--- config.mk ---
export PLATFORM = sky130hd
export DESIGN_NAME = charge_time_unit
export DESIGN_NICKNAME = d
export VERILOG_FILES = /design/src/core/charge_time_pkg.sv /design/src/core/edge_detect.sv /design/src/core/charge_time_unit.sv
export SDC_FILE = /design/constraint.sdc
export NUM_CORES = 1
export LEC_CHECK = 0
export ABC_AREA = 1
export BUFFER_PORTS_ARGS = -buffer_cell sky130_fd_sc_hd__buf_4
export CAP_MARGIN = 20
export CELL_PAD_IN_SITES_DETAIL_PLACEMENT = 0
export CELL_PAD_IN_SITES_GLOBAL_PLACEMENT = 1
export CORE_UTILIZATION = 37
export CTS_BUF_LIST = sky130_fd_sc_hd__clkbuf_16
export DETAILED_ROUTE_END_ITERATION = 7
export GPL_ROUTABILITY_DRIVEN = 0
export PLACE_DENSITY_LB_ADDON = 0.05
export SLEW_MARGIN = 20
export SYNTH_ARGS = -nofsm -noshare
export SYNTH_HDL_FRONTEND = slang
export SYNTH_SLANG_ARGS = --single-unit
--- constraint.sdc ---
create_clock -name aclk -period 1.62 [get_ports aclk]
set_input_delay 0.081 -clock aclk [delete_from_list [all_inputs] [get_ports aclk]]
set_output_delay 0.081 -clock aclk [all_outputs]
set_load 0.02 [all_outputs]
--- src/core/charge_time_pkg.sv ---
// package: register map, field positions and shared types of the
// charge time unit; assumes a 32-bit axi4-lite register bus
package charge_time_pkg;

    localparam logic [7:0] measure_control_one_offset = 8'h00;
    localparam logic [7:0] edge_control_two_offset = 8'h04;
    localparam logic [7:0] current_source_control_offset = 8'h08;
    localparam logic [7:0] event_status_offset = 8'h0c;
    localparam logic [7:0] event_mask_offset = 8'h10;

    localparam logic [15:0] measure_control_one_reset = 16'h0000;
    localparam logic [15:0] edge_control_two_reset = 16'h0000;
    localparam logic [15:0] current_source_control_reset = 16'h0000;

    // measure_control_one fields
    localparam int unit_enable_bit = 15;
    localparam int idle_stop_select_bit = 13;
    localparam int delay_generation_enable_bit = 12;
    localparam int edge_accept_enable_bit = 11;
    localparam int edge_order_enable_bit = 10;
    localparam int current_discharge_enable_bit = 9;
    localparam int trigger_output_enable_bit = 8;
    localparam logic [15:0] measure_control_one_mask = 16'hbf00;

    // edge_control_two fields
    localparam int first_edge_sampling_mode_bit = 15;
    localparam int first_edge_polarity_bit = 14;
    localparam int first_edge_source_lsb = 10;
    localparam int second_edge_flag_bit = 9;
    localparam int first_edge_flag_bit = 8;
    localparam int second_edge_sampling_mode_bit = 7;
    localparam int second_edge_polarity_bit = 6;
    localparam int second_edge_source_lsb = 2;
    localparam logic [15:0] edge_control_two_mask = 16'hfffc;

    // current_source_control fields
    localparam int current_trim_lsb = 10;
    localparam int current_range_lsb = 8;
    localparam logic [15:0] current_source_control_mask = 16'hff00;

    // event status / mask layout
    localparam int event_first_bit = 0;
    localparam int event_second_bit = 1;
    localparam logic [1:0] event_reset = 2'h0;

    // edge source codes (shared by both edges)
    localparam logic [3:0] source_pin_one = 4'h3;
    localparam logic [3:0] source_pin_two = 4'h2;
    localparam logic [3:0] source_peripheral_a = 4'h1;
    localparam logic [3:0] source_peripheral_b = 4'h0;

    localparam logic [1:0] axi_resp_okay = 2'h0;
    localparam logic [1:0] axi_resp_slverr = 2'h2;

    // four candidate sources of one edge, per code
    typedef struct packed {
        logic pin_one;
        logic pin_two;
        logic periph_a;
        logic periph_b;
    } edge_sources_t;

    // analog-facing controls
    typedef struct packed {
        logic source_on;
        logic discharge_on;
        logic [5:0] trim;
        logic [1:0] range;
        logic delay_generation;
        logic idle_stop;
    } analog_control_t;

endpackage

--- src/core/edge_detect.sv ---
// edge input conditioning for one edge channel: source select, two-flop
// synchroniser, polarity and edge/level sampling
// assumes sources are asynchronous to aclk
`timescale 1ns/1ps
`default_nettype none
module edge_detect
    import charge_time_pkg::*;
(
    input wire logic aclk,
    input wire logic aresetn,
    input wire edge_sources_t sources,
    input wire logic [3:0] source_select,
    input wire logic polarity,
    input wire logic edge_mode,
    output logic hit
);
    logic raw;
    edge_sources_t sync1_reg;
    edge_sources_t sync2_reg;
    logic last_reg;
    logic active;

    // sources crossed first; reserved codes 1xxx and 01xx select nothing
    always_comb begin
        raw = 1'b0;
        if (source_select == source_pin_one) begin
            raw = sync2_reg.pin_one;
        end else if (source_select == source_pin_two) begin
            raw = sync2_reg.pin_two;
        end else if (source_select == source_peripheral_a) begin
            raw = sync2_reg.periph_a;
        end else if (source_select == source_peripheral_b) begin
            raw = sync2_reg.periph_b;
        end
    end

    always_ff @(posedge aclk) begin
        if (!aresetn) begin
            sync1_reg <= '0;
            sync2_reg <= '0;
            last_reg <= 1'b0;
        end else begin
            sync1_reg <= sources;
            sync2_reg <= sync1_reg;
            last_reg <= raw;
        end
    end

    // positive polarity: high level / rising edge; else low / falling
    assign active = polarity ? raw : ~raw;
    assign hit = edge_mode ? (active & ~(polarity ? last_reg : ~last_reg))
                           : active;
endmodule
`default_nettype wire

--- src/core/charge_time_unit.sv ---
// charge time unit control block: axi4-lite registers, edge sequencing,
// current source, discharge and trigger controls, event interrupt
// assumes one clock aclk (200 mhz) and synchronous active-low reset
//
// Operation
// unit acts only while unit_enable is set, idle when clear
// software routes delay generation signals to a remappable pin first
// with order enable, second edge accepted only after first edge
// software discharges converter capacitor before each measurement
// discharge sink connects only while discharge bit and sampling
// trigger output driven only while trigger control bit is set
// sampling-mode bits 15 and 7: one edge, zero level
// polarity bits 14 and 6: one positive, zero negative
// four-bit source selects; reserved codes select nothing
// six-bit signed trim adjusts nominal current in 2% steps
// temperature sensing uses range 11, hundred times base current
// hardware sets edge flags; software writes also control edges
// with edge enable clear, inputs ignored and flags unchanged
`timescale 1ns/1ps
`default_nettype none
module charge_time_unit
    import charge_time_pkg::*;
(
    input wire logic aclk,
    input wire logic aresetn,
    input wire logic [7:0] s_axi_awaddr,
    input wire logic s_axi_awvalid,
    output logic s_axi_awready,
    input wire logic [31:0] s_axi_wdata,
    input wire logic [3:0] s_axi_wstrb,
    input wire logic s_axi_wvalid,
    output logic s_axi_wready,
    output logic [1:0] s_axi_bresp,
    output logic s_axi_bvalid,
    input wire logic s_axi_bready,
    input wire logic [7:0] s_axi_araddr,
    input wire logic s_axi_arvalid,
    output logic s_axi_arready,
    output logic [31:0] s_axi_rdata,
    output logic [1:0] s_axi_rresp,
    output logic s_axi_rvalid,
    input wire logic s_axi_rready,
    input wire edge_sources_t first_edge_sources,
    input wire edge_sources_t second_edge_sources,
    input wire logic converter_sampling,
    output analog_control_t analog_control,
    output logic discharge_sink_connect,
    output logic trigger_out,
    output logic trigger_out_enable,
    output logic irq
);

    ////////////////////////////////////////////////////////////////////
    // register file state

    logic [15:0] measure_control_one_reg;
    logic [15:0] edge_control_two_reg;
    logic [15:0] current_source_control_reg;
    logic [1:0] event_status_reg;
    logic [1:0] event_mask_reg;
    logic first_flag_reg;
    logic second_flag_reg;

    logic [7:0] aw_addr_reg;
    logic aw_held_reg;
    logic [31:0] w_data_reg;
    logic [3:0] w_strb_reg;
    logic w_held_reg;
    logic bvalid_reg;
    logic [1:0] bresp_reg;
    logic rvalid_reg;
    logic [31:0] rdata_reg;
    logic [1:0] rresp_reg;

    logic do_write;
    logic do_read;
    logic [15:0] wr_half;

    // merge low half of write data with the old value by byte strobes
    function automatic logic [15:0] merge16(input logic [15:0] old,
                                            input logic [15:0] data,
                                            input logic [3:0] strb,
                                            input logic [15:0] mask);
        logic [15:0] v;
        v = old;
        if (strb[0]) begin
            v[7:0] = data[7:0];
        end
        if (strb[1]) begin
            v[15:8] = data[15:8];
        end
        return v & mask;
    endfunction

    function automatic logic is_mapped(input logic [7:0] addr);
        return addr == measure_control_one_offset ||
               addr == edge_control_two_offset ||
               addr == current_source_control_offset ||
               addr == event_status_offset ||
               addr == event_mask_offset;
    endfunction

    ////////////////////////////////////////////////////////////////////
    // axi4-lite write channel: address and data taken in either order

    assign s_axi_awready = ~aw_held_reg & ~bvalid_reg;
    assign s_axi_wready = ~w_held_reg & ~bvalid_reg;
    assign do_write = aw_held_reg & w_held_reg & ~bvalid_reg;
    assign wr_half = w_data_reg[15:0];
    assign s_axi_bvalid = bvalid_reg;
    assign s_axi_bresp = bresp_reg;

    always_ff @(posedge aclk) begin
        if (!aresetn) begin
            aw_held_reg <= 1'b0;
            aw_addr_reg <= 8'h00;
        end else if (s_axi_awvalid && s_axi_awready) begin
            aw_held_reg <= 1'b1;
            aw_addr_reg <= {s_axi_awaddr[7:2], 2'b00};
        end else if (do_write) begin
            aw_held_reg <= 1'b0;
        end
    end

    always_ff @(posedge aclk) begin
        if (!aresetn) begin
            w_held_reg <= 1'b0;
            w_data_reg <= 32'h0000_0000;
            w_strb_reg <= 4'h0;
        end else if (s_axi_wvalid && s_axi_wready) begin
            w_held_reg <= 1'b1;
            w_data_reg <= s_axi_wdata;
            w_strb_reg <= s_axi_wstrb;
        end else if (do_write) begin
            w_held_reg <= 1'b0;
        end
    end

    always_ff @(posedge aclk) begin
        if (!aresetn) begin
            bvalid_reg <= 1'b0;
            bresp_reg <= axi_resp_okay;
        end else if (do_write) begin
            bvalid_reg <= 1'b1;
            bresp_reg <= is_mapped(aw_addr_reg) ? axi_resp_okay
                                                : axi_resp_slverr;
        end else if (s_axi_bready) begin
            bvalid_reg <= 1'b0;
        end
    end

    ////////////////////////////////////////////////////////////////////
    // control registers

    always_ff @(posedge aclk) begin
        if (!aresetn) begin
            measure_control_one_reg <= measure_control_one_reset;
            current_source_control_reg <= current_source_control_reset;
            edge_control_two_reg <= edge_control_two_reset;
            event_mask_reg <= event_reset;
        end else if (do_write) begin
            if (aw_addr_reg == measure_control_one_offset) begin
                measure_control_one_reg <= merge16(measure_control_one_reg,
                    wr_half, w_strb_reg, measure_control_one_mask);
            end else if (aw_addr_reg == edge_control_two_offset) begin
                edge_control_two_reg <= merge16(edge_control_two_reg,
                    wr_half, w_strb_reg, edge_control_two_mask);
            end else if (aw_addr_reg == current_source_control_offset) begin
                current_source_control_reg <= merge16(
                    current_source_control_reg, wr_half, w_strb_reg,
                    current_source_control_mask);
            end else if (aw_addr_reg == event_mask_offset) begin
                if (w_strb_reg[0]) begin
                    event_mask_reg <= w_data_reg[1:0];
                end
            end
        end
    end

    ////////////////////////////////////////////////////////////////////
    // edge detection and sequencing

    logic unit_on;
    logic edges_on;
    logic order_on;
    logic first_hit;
    logic second_hit;
    logic first_take;
    logic second_take;
    logic flag_write;
    logic [15:0] flag_written;

    assign unit_on = measure_control_one_reg[unit_enable_bit];
    assign edges_on = unit_on &
        measure_control_one_reg[edge_accept_enable_bit];
    assign order_on = measure_control_one_reg[edge_order_enable_bit];

    edge_detect first_edge (
        .aclk(aclk),
        .aresetn(aresetn),
        .sources(first_edge_sources),
        .source_select(edge_control_two_reg[first_edge_source_lsb +: 4]),
        .polarity(edge_control_two_reg[first_edge_polarity_bit]),
        .edge_mode(edge_control_two_reg[first_edge_sampling_mode_bit]),
        .hit(first_hit)
    );

    edge_detect second_edge (
        .aclk(aclk),
        .aresetn(aresetn),
        .sources(second_edge_sources),
        .source_select(edge_control_two_reg[second_edge_source_lsb +: 4]),
        .polarity(edge_control_two_reg[second_edge_polarity_bit]),
        .edge_mode(edge_control_two_reg[second_edge_sampling_mode_bit]),
        .hit(second_hit)
    );

    assign first_take = edges_on & first_hit;
    // in order mode the second edge needs the first already recorded
    assign second_take = edges_on & second_hit &
        (~order_on | first_flag_reg);

    assign flag_write = do_write && aw_addr_reg == edge_control_two_offset;
    assign flag_written = merge16(edge_control_two_reg, wr_half,
        w_strb_reg, 16'hffff);

    // software writes steer the edges; a hardware edge wins over a clear
    always_ff @(posedge aclk) begin
        if (!aresetn) begin
            first_flag_reg <= 1'b0;
        end else if (first_take) begin
            first_flag_reg <= 1'b1;
        end else if (flag_write) begin
            first_flag_reg <= flag_written[first_edge_flag_bit];
        end
    end

    always_ff @(posedge aclk) begin
        if (!aresetn) begin
            second_flag_reg <= 1'b0;
        end else if (second_take) begin
            second_flag_reg <= 1'b1;
        end else if (flag_write) begin
            second_flag_reg <= flag_written[second_edge_flag_bit];
        end
    end

    ////////////////////////////////////////////////////////////////////
    // analog controls: current flows between first and second edge

    logic [15:0] edge_control_two_view;

    always_comb begin
        edge_control_two_view = edge_control_two_reg;
        edge_control_two_view[first_edge_flag_bit] = first_flag_reg;
        edge_control_two_view[second_edge_flag_bit] = second_flag_reg;
    end

    // trim and range are passed as codes; the analog source scales itself
    always_ff @(posedge aclk) begin
        if (!aresetn) begin
            analog_control <= '0;
            discharge_sink_connect <= 1'b0;
            trigger_out <= 1'b0;
            trigger_out_enable <= 1'b0;
        end else begin
            analog_control.source_on <= unit_on &
                first_flag_reg & ~second_flag_reg;
            analog_control.discharge_on <= unit_on &
                measure_control_one_reg[current_discharge_enable_bit];
            analog_control.trim <=
                current_source_control_reg[current_trim_lsb +: 6];
            analog_control.range <=
                current_source_control_reg[current_range_lsb +: 2];
            analog_control.delay_generation <= unit_on &
                measure_control_one_reg[delay_generation_enable_bit];
            analog_control.idle_stop <=
                measure_control_one_reg[idle_stop_select_bit];
            discharge_sink_connect <= unit_on & converter_sampling &
                measure_control_one_reg[current_discharge_enable_bit];

            trigger_out_enable <= unit_on &
                measure_control_one_reg[trigger_output_enable_bit];
            trigger_out <= unit_on &
                measure_control_one_reg[trigger_output_enable_bit] &
                second_flag_reg;
        end
    end

    ////////////////////////////////////////////////////////////////////
    // event status, mask and interrupt; a read of status clears it

    logic status_read;

    assign status_read = do_read &&
        s_axi_araddr[7:2] == event_status_offset[7:2];

    always_ff @(posedge aclk) begin
        if (!aresetn) begin
            event_status_reg <= event_reset;
        end else begin
            // new events win over the read-clear in the same cycle
            event_status_reg <=
                (status_read ? 2'b00 : event_status_reg) |
                {second_take, first_take};
        end
    end

    assign irq = |(event_status_reg & event_mask_reg);

    ////////////////////////////////////////////////////////////////////
    // axi4-lite read channel: one cycle from address to data
    assign s_axi_arready = ~rvalid_reg;
    assign do_read = s_axi_arvalid & ~rvalid_reg;
    assign s_axi_rvalid = rvalid_reg;
    assign s_axi_rdata = rdata_reg;
    assign s_axi_rresp = rresp_reg;

    always_ff @(posedge aclk) begin
        if (!aresetn) begin
            rvalid_reg <= 1'b0;
            rdata_reg <= 32'h0000_0000;
            rresp_reg <= axi_resp_okay;
        end else if (do_read) begin
            rvalid_reg <= 1'b1;
            rresp_reg <= axi_resp_okay;
            rdata_reg <= 32'h0000_0000;
            if (s_axi_araddr[7:2] == measure_control_one_offset[7:2]) begin
                rdata_reg <= {16'h0000, measure_control_one_reg};
            end else if (s_axi_araddr[7:2] ==
                         edge_control_two_offset[7:2]) begin
                rdata_reg <= {16'h0000, edge_control_two_view};
            end else if (s_axi_araddr[7:2] ==
                         current_source_control_offset[7:2]) begin
                rdata_reg <= {16'h0000, current_source_control_reg};
            end else if (s_axi_araddr[7:2] == event_status_offset[7:2]) begin
                rdata_reg <= {30'h0000_0000, event_status_reg};
            end else if (s_axi_araddr[7:2] == event_mask_offset[7:2]) begin
                rdata_reg <= {30'h0000_0000, event_mask_reg};
            end else begin
                rresp_reg <= axi_resp_slverr;
            end
        end else if (s_axi_rready) begin
            rvalid_reg <= 1'b0;
        end
    end

endmodule
`default_nettype wire

# After elaboration in Yosys (flattened, before gate mapping)
# Cells that the tools add are included.
[word_totals]
register_bits = 132
word_cells = 160
output_inout_bits = 57
inputBits = 68
[classes]
bitwise_logic = 37
reduce_logical = 25
eq_ne = 14
n_mux = 38
[ops]
columns = ["operator", "n"]
rows = [
  ["2-to-1 mux 16 bit", 3],
  ["2-to-1 mux 1 bit", 25],
  ["== test 6 x 2 -> 1 bit, second input constant", 4],
  ["2-to-1 mux 2 bit", 10],
  ["AND 1 bit", 19],
  ["== test 4 x 2 -> 1 bit, second input constant", 4],
  ["inverter 1 bit", 15],
  ["== test 6 x 1 -> 1 bit, second input constant", 2],
  ["== test 6 x 3 -> 1 bit, second input constant", 2],
  ["nonzero test 2 bit", 6],
  ["== test 4 x 1 -> 1 bit, second input constant", 2],
  ["zero test 4 bit", 2],
  ["zero test 8 bit", 1],
  ["AND reduction 4 bit", 2],
  ["zero test 6 bit", 1],
  ["AND reduction 3 bit", 2],
  ["AND reduction 6 bit", 1],
  ["AND reduction 5 bit", 1],
  ["logical AND 1 bit", 4],
  ["logical OR 1 bit", 4],
  ["AND 2 bit", 1],
  ["OR 2 bit", 1],
  ["OR reduction 2 bit", 1],
  ["OR 1 bit", 1],
]

# Longest topological paths before layout
[depth]
ltp_word = 12
mapped_depth = 9

# Cells and area by module
# Synthesis repeated with hierarchy kept, for this count alone.
[hier_totals]
hier_cells = 633
hier_area_um2 = 4719.5
[modules_own_cells]
columns = ["mod", "cells_per_inst", "seq_area_each_um2", "instances", "area_per_inst_um2"]
rows = [
  ["charge_time_unit", 545, 1921.8, 1, 4003.8],
  ["edge_detect", 44, 180.2, 2, 357.8],
]

# Least setup slack after synthesis
# Ideal clock, no wire load.
[synth_timing]
path_type = "reg2reg"
from = "register bvalid_reg (netlist: s_axi_bvalid)"
to = "register w_data_reg[15]"
t_required_ps = 1501
n_path_buf = 1
arrival_ps = 1316
slack_ps = 185
period_less_slack_ps = 1435
stages_incl_launch_ff = 6
cell_sequence = "dfxtp_1 nor2_1 nand2_2 clkbuf_1 o21ai_0 a21oi_1"
[synth_between]
elab_chain_len = 3
[synth_rtl]
columns = ["element", "line", "source"]
rows = [
  ["start: declaration", "charge_time_unit.sv:69", "logic bvalid_reg;"],
  ["start signal: assignment", "charge_time_unit.sv:141", "bvalid_reg <= 1'b0;"],
  ["start signal: assignment", "charge_time_unit.sv:144", "bvalid_reg <= 1'b1;"],
  ["start signal: assignment", "charge_time_unit.sv:148", "bvalid_reg <= 1'b0;"],
  ["inverter 1 bit", "charge_time_unit.sv:107", "assign s_axi_wready = ~w_held_reg & ~bvalid_reg;"],
  ["AND 1 bit", "charge_time_unit.sv:107", ""],
  ["named net s_axi_wready", "charge_time_unit.sv:32", "output logic s_axi_wready,"],
  ["logical AND 1 bit", "charge_time_unit.sv:130", "end else if (s_axi_wvalid && s_axi_wready) begin"],
  ["end signal: assignment", "charge_time_unit.sv:132", "w_data_reg <= s_axi_wdata;"],
  ["end: declaration", "charge_time_unit.sv:66", "logic [31:0] w_data_reg;"],
]
# The timed path passes the listed nets, and every way through them passes these cells.
# A chain may end at the register's enable or synchronous reset.

# Final worst setup path
[layout_timing]
from = "register bvalid_reg (netlist: s_axi_bvalid)"
to = "register w_data_reg[7]"
[layout_between]
elab_chain_len = 3
[layout_rtl]
columns = ["element", "line"]
rows = [
  ["inverter 1 bit", "charge_time_unit.sv:107"],
  ["AND 1 bit", "charge_time_unit.sv:107"],
  ["logical AND 1 bit", "charge_time_unit.sv:130"],
]
# Every way passes these cells.

==> flow_summary_export.csv <==
group,metric,value,unit
critical_path,path_buf_inv,1,
floorplan,die_area,13200,sq um
sta,tns,0,ns
final_layout,multiInputGateArea,1920,sq um
synth,synth_edf_count,0,
floorplan,die_width,115,microns
synth,synth_seq_area_share,48.6,%
critical_path,worstSetupStartpointType,"register",
clock_tree,clock_latency,0.41,ns
synth,synth_most_common_cell,"nand2_1",
synth,synth_top_area_share,48.6,%
synth,synth_warnings,0,
grt,grt_pass1_vias,3928,
clock_tree,cts_tree,"built",
routing,routed_wl,11300,microns
sta,max_freq,0.707,GHz
placed_design,dpl.hpwl,8130,microns
critical_path,crit_path_frequent_cell,"nor2_1",
critical_path,reg2reg_to,"w_data_reg[7]",
clock_tree,cts_setup_buffers,0,
clock_tree,htreeDepth,4,
clock_tree,root_buffer,"clkbuf_16",
grt,grt_max_degree,31,
synth,synth.top_cells.by_count,"nand2_1 (138), dfxtp_1 (114), nor2_1 (86)",
floorplan,start_util,38.5,%
floorplan,coreArea,12200,sq um
routing,vias,4151,
routing,wl_per_cell,12.2,microns
floorplan,pin_count,125,
min_path,min_delay_worst_endpoint,"w_data_reg[14]",
min_path,hold_depth,3,
final_layout,final_layout_size_suffix_gt1_share,21.5,%
synth,synth_cells,626,
critical_path,end_kind,"register",
min_path,hold_class,"primary input to register",
routing,postRouteAntennaNets,0,
sta,rsz0062_at_grt,"false",
critical_path,rr_startpoint,"s_axi_bvalid",
critical_path,crit_chain,"nor2_1 > nand2_2 > buf_4 > o21ai_0 > nor2_1",
routing,drcViolationCount,0,
clock_tree,cts_sinks,114,
critical_path,ff2ff_setup_slack,0.21,ns
critical_path,slowest_delay,0.34,ns
pwr,peakVddDrop,0.664,mV
routing,drtIter0Drc,183,
synth,synthTopCellsByArea,"dfxtp_1 (49%), nand2_1 (11%), nor2_1 (6.9%)",
critical_path,critPathArrivalTime,1.71,ns
synth,synthArstFlopShare,0,%
critical_path,reg2regPathDepth,5,
critical_path,worstPathRequired,1.92,ns
sta,skew,0.00433,ns
sta,fin_crit_sh,87.3,%
min_path,hold_start,"s_axi_wdata[14]",
grt,grt_antenna_before_repair,0,
grt,grt_overflow,0,
synth,synthSimpleGateAreaFrac,30.3,%
synth,post_synth_xor_area_fraction,0,%
clock_tree,cts.path.max_buffers,2,
final_layout,final_nets,819,
critical_path,critPathMaxFanout,19,
floorplan,fp.dieH,115,microns
synth,yosys-mux-area-fraction,0,%
grt,grtUsageTotal,18.9,%
synth,yosys_register_bits,114,
placed_design,dp_slack,0.146,ns
synth,synth_top_family_by_area,"simple AND/OR/NAND/NOR gates",
critical_path,critPathTopFamily,"simple AND/OR/NAND/NOR gates",
routing,drtPass1Iterations,4,
final_layout,diodes,0,
critical_path,critical_path_class,"register to register",
final_layout,fillerInstances,1223,
sta,hold_violations,0,
status,status,"finished, final reports clean",
grt,grt_pass1_wl,18700,microns
sta,final.min_clock_period,1.41,ns
final_layout,regArea,2280,sq um
synth,synth_adder_area_share,0,%
synth,yosysUniqueCellTypes,33,
floorplan,rows,40,
sta,slew_violations,0,
sta,worst_slack,0.206,ns
synth,synth_area_leader_cell,"dfxtp_1",
clock_tree,path_clk_slew,0.05,ns
pwr,power.static_leakage,0.00309,uW
critical_path,crit_slowest_cell,"dfxtp_1",
synth,synth_area,4700,sq um
synth,synth_top_flop_cell,"dfxtp_1",
clock_tree,cts_buffers,17,
flow_run,maxCapViolCount,0,
placed_design,port_buffers,84,
routing,viasPerCell,4.45,
synth,syn_avg_cell_area,7.51,sq um
sta,setup_viol,0,
final_layout,area_growth,35.2,%
synth,synth_compound_area_share,9.03,%
pwr,p_per_area,1170,nW/um^2
[worst max path at each step]
stage | startpoint | endpoint | slack (ns) | cells after the start
3_5_place_dp | w_held_reg | w_data_reg[3] | 0.15 | 5
2_1_floorplan | s_axi_bvalid | w_data_reg[15] | 0.18 | 5
5_1_grt | s_axi_bvalid | w_data_reg[6] | 0.04 | 5
6_report | s_axi_bvalid | w_data_reg[7] | 0.21 | 5
3_3_place_gp | s_axi_bvalid | w_strb_reg[0] | 0.21 | 5
4_1_cts | w_held_reg | w_strb_reg[1] | 0.14 | 5
[routing by layer]
| metal | routed length [microns] | track usage [%] | up-vias |
|---|---|---|---|
| li1 | - | - | 2177 |
| met4 | 147 | 8.31 | 0 |
| met3 | 356 | 4.66 | 12 |
| met5 | 0 | 0 | - |
| met2 | 5740 | 32.8 | 75 |
| met1 | 5090 | 22.0 | 1887 |
[power breakdown]
part           total (uW)  switching (uW)  internal (uW)
registers            2980            71.7           2910
logic                 654             380            274
clock network        3770            1250           2530
total                7410            1700           5710
[worst register-to-register path: cells and delay by family, from the launching register on]
kind	cells	cell delay (ns)
DFF	1	0.34
AOI/OAI and AO/OA	1	0.18
and+or+nand+nor	3	0.51
buffers and inverters	1	0.27
[kinds of logic after synthesis]
| family | after synthesis |
|---|---|
| and+or+nand+nor | 311 |
| buffers and inverters | 118 |
| DFF | 114 |
| AOI/OAI and AO/OA | 82 |
| other | 1 |
[layout by cell type, fill, tap and decap left out, drive strengths merged]
| master | instances |
|---|---|
| nor3b | 1 |
| nand3 | 33 |
| a22o | 1 |
| clkinv | 8 |
| nor3 | 10 |
| a211oi | 1 |
| bufinv | 4 |
| nand4 | 9 |
| buf | 93 |
| dlygate4sd3 | 34 |
| o21ai | 43 |
| nand2 | 144 |
| clkinvlp | 2 |
| clkbuf | 17 |
| nor2 | 113 |
| dfxtp | 114 |
| inv | 81 |
| conb | 18 |
| a21oi | 34 |
| nand3b | 1 |
| o21a | 3 |
[layout make-up]
cell class                 instances  share of cell area (%)
clock inverter                    15                    2.74
sequential                       114                    35.9
multi-input combinational        411                    30.2
inverter                          80                    4.82
tap                              168                    3.31
clock buffer                      17                    6.70
timing repair buffer             127                    16.3
[stage by stage]
step                      cells  hold WS (ns)  total power, uW  area (sq um)  util [%]
after floorplan             643         0.179             3430          4760         -
after global placement      866         0.263             3630          5410      44.3
after detailed placement    866         0.270             3630          5410      44.3
after CTS                   932       0.00745             7500          6350      52.0
after global routing        932        0.0283             7720          6350      52.0
final                       932       0.00878             7410          6350      52.0
[repair_timing]
item                                    4_1_cts  5_1_grt
gates resized for setup                       0        1
hold endpoints to repair                     41        0
hold buffers                                 34        0
endpoints found under the setup margin        0        4
Power figures use the tool's default switching activity.
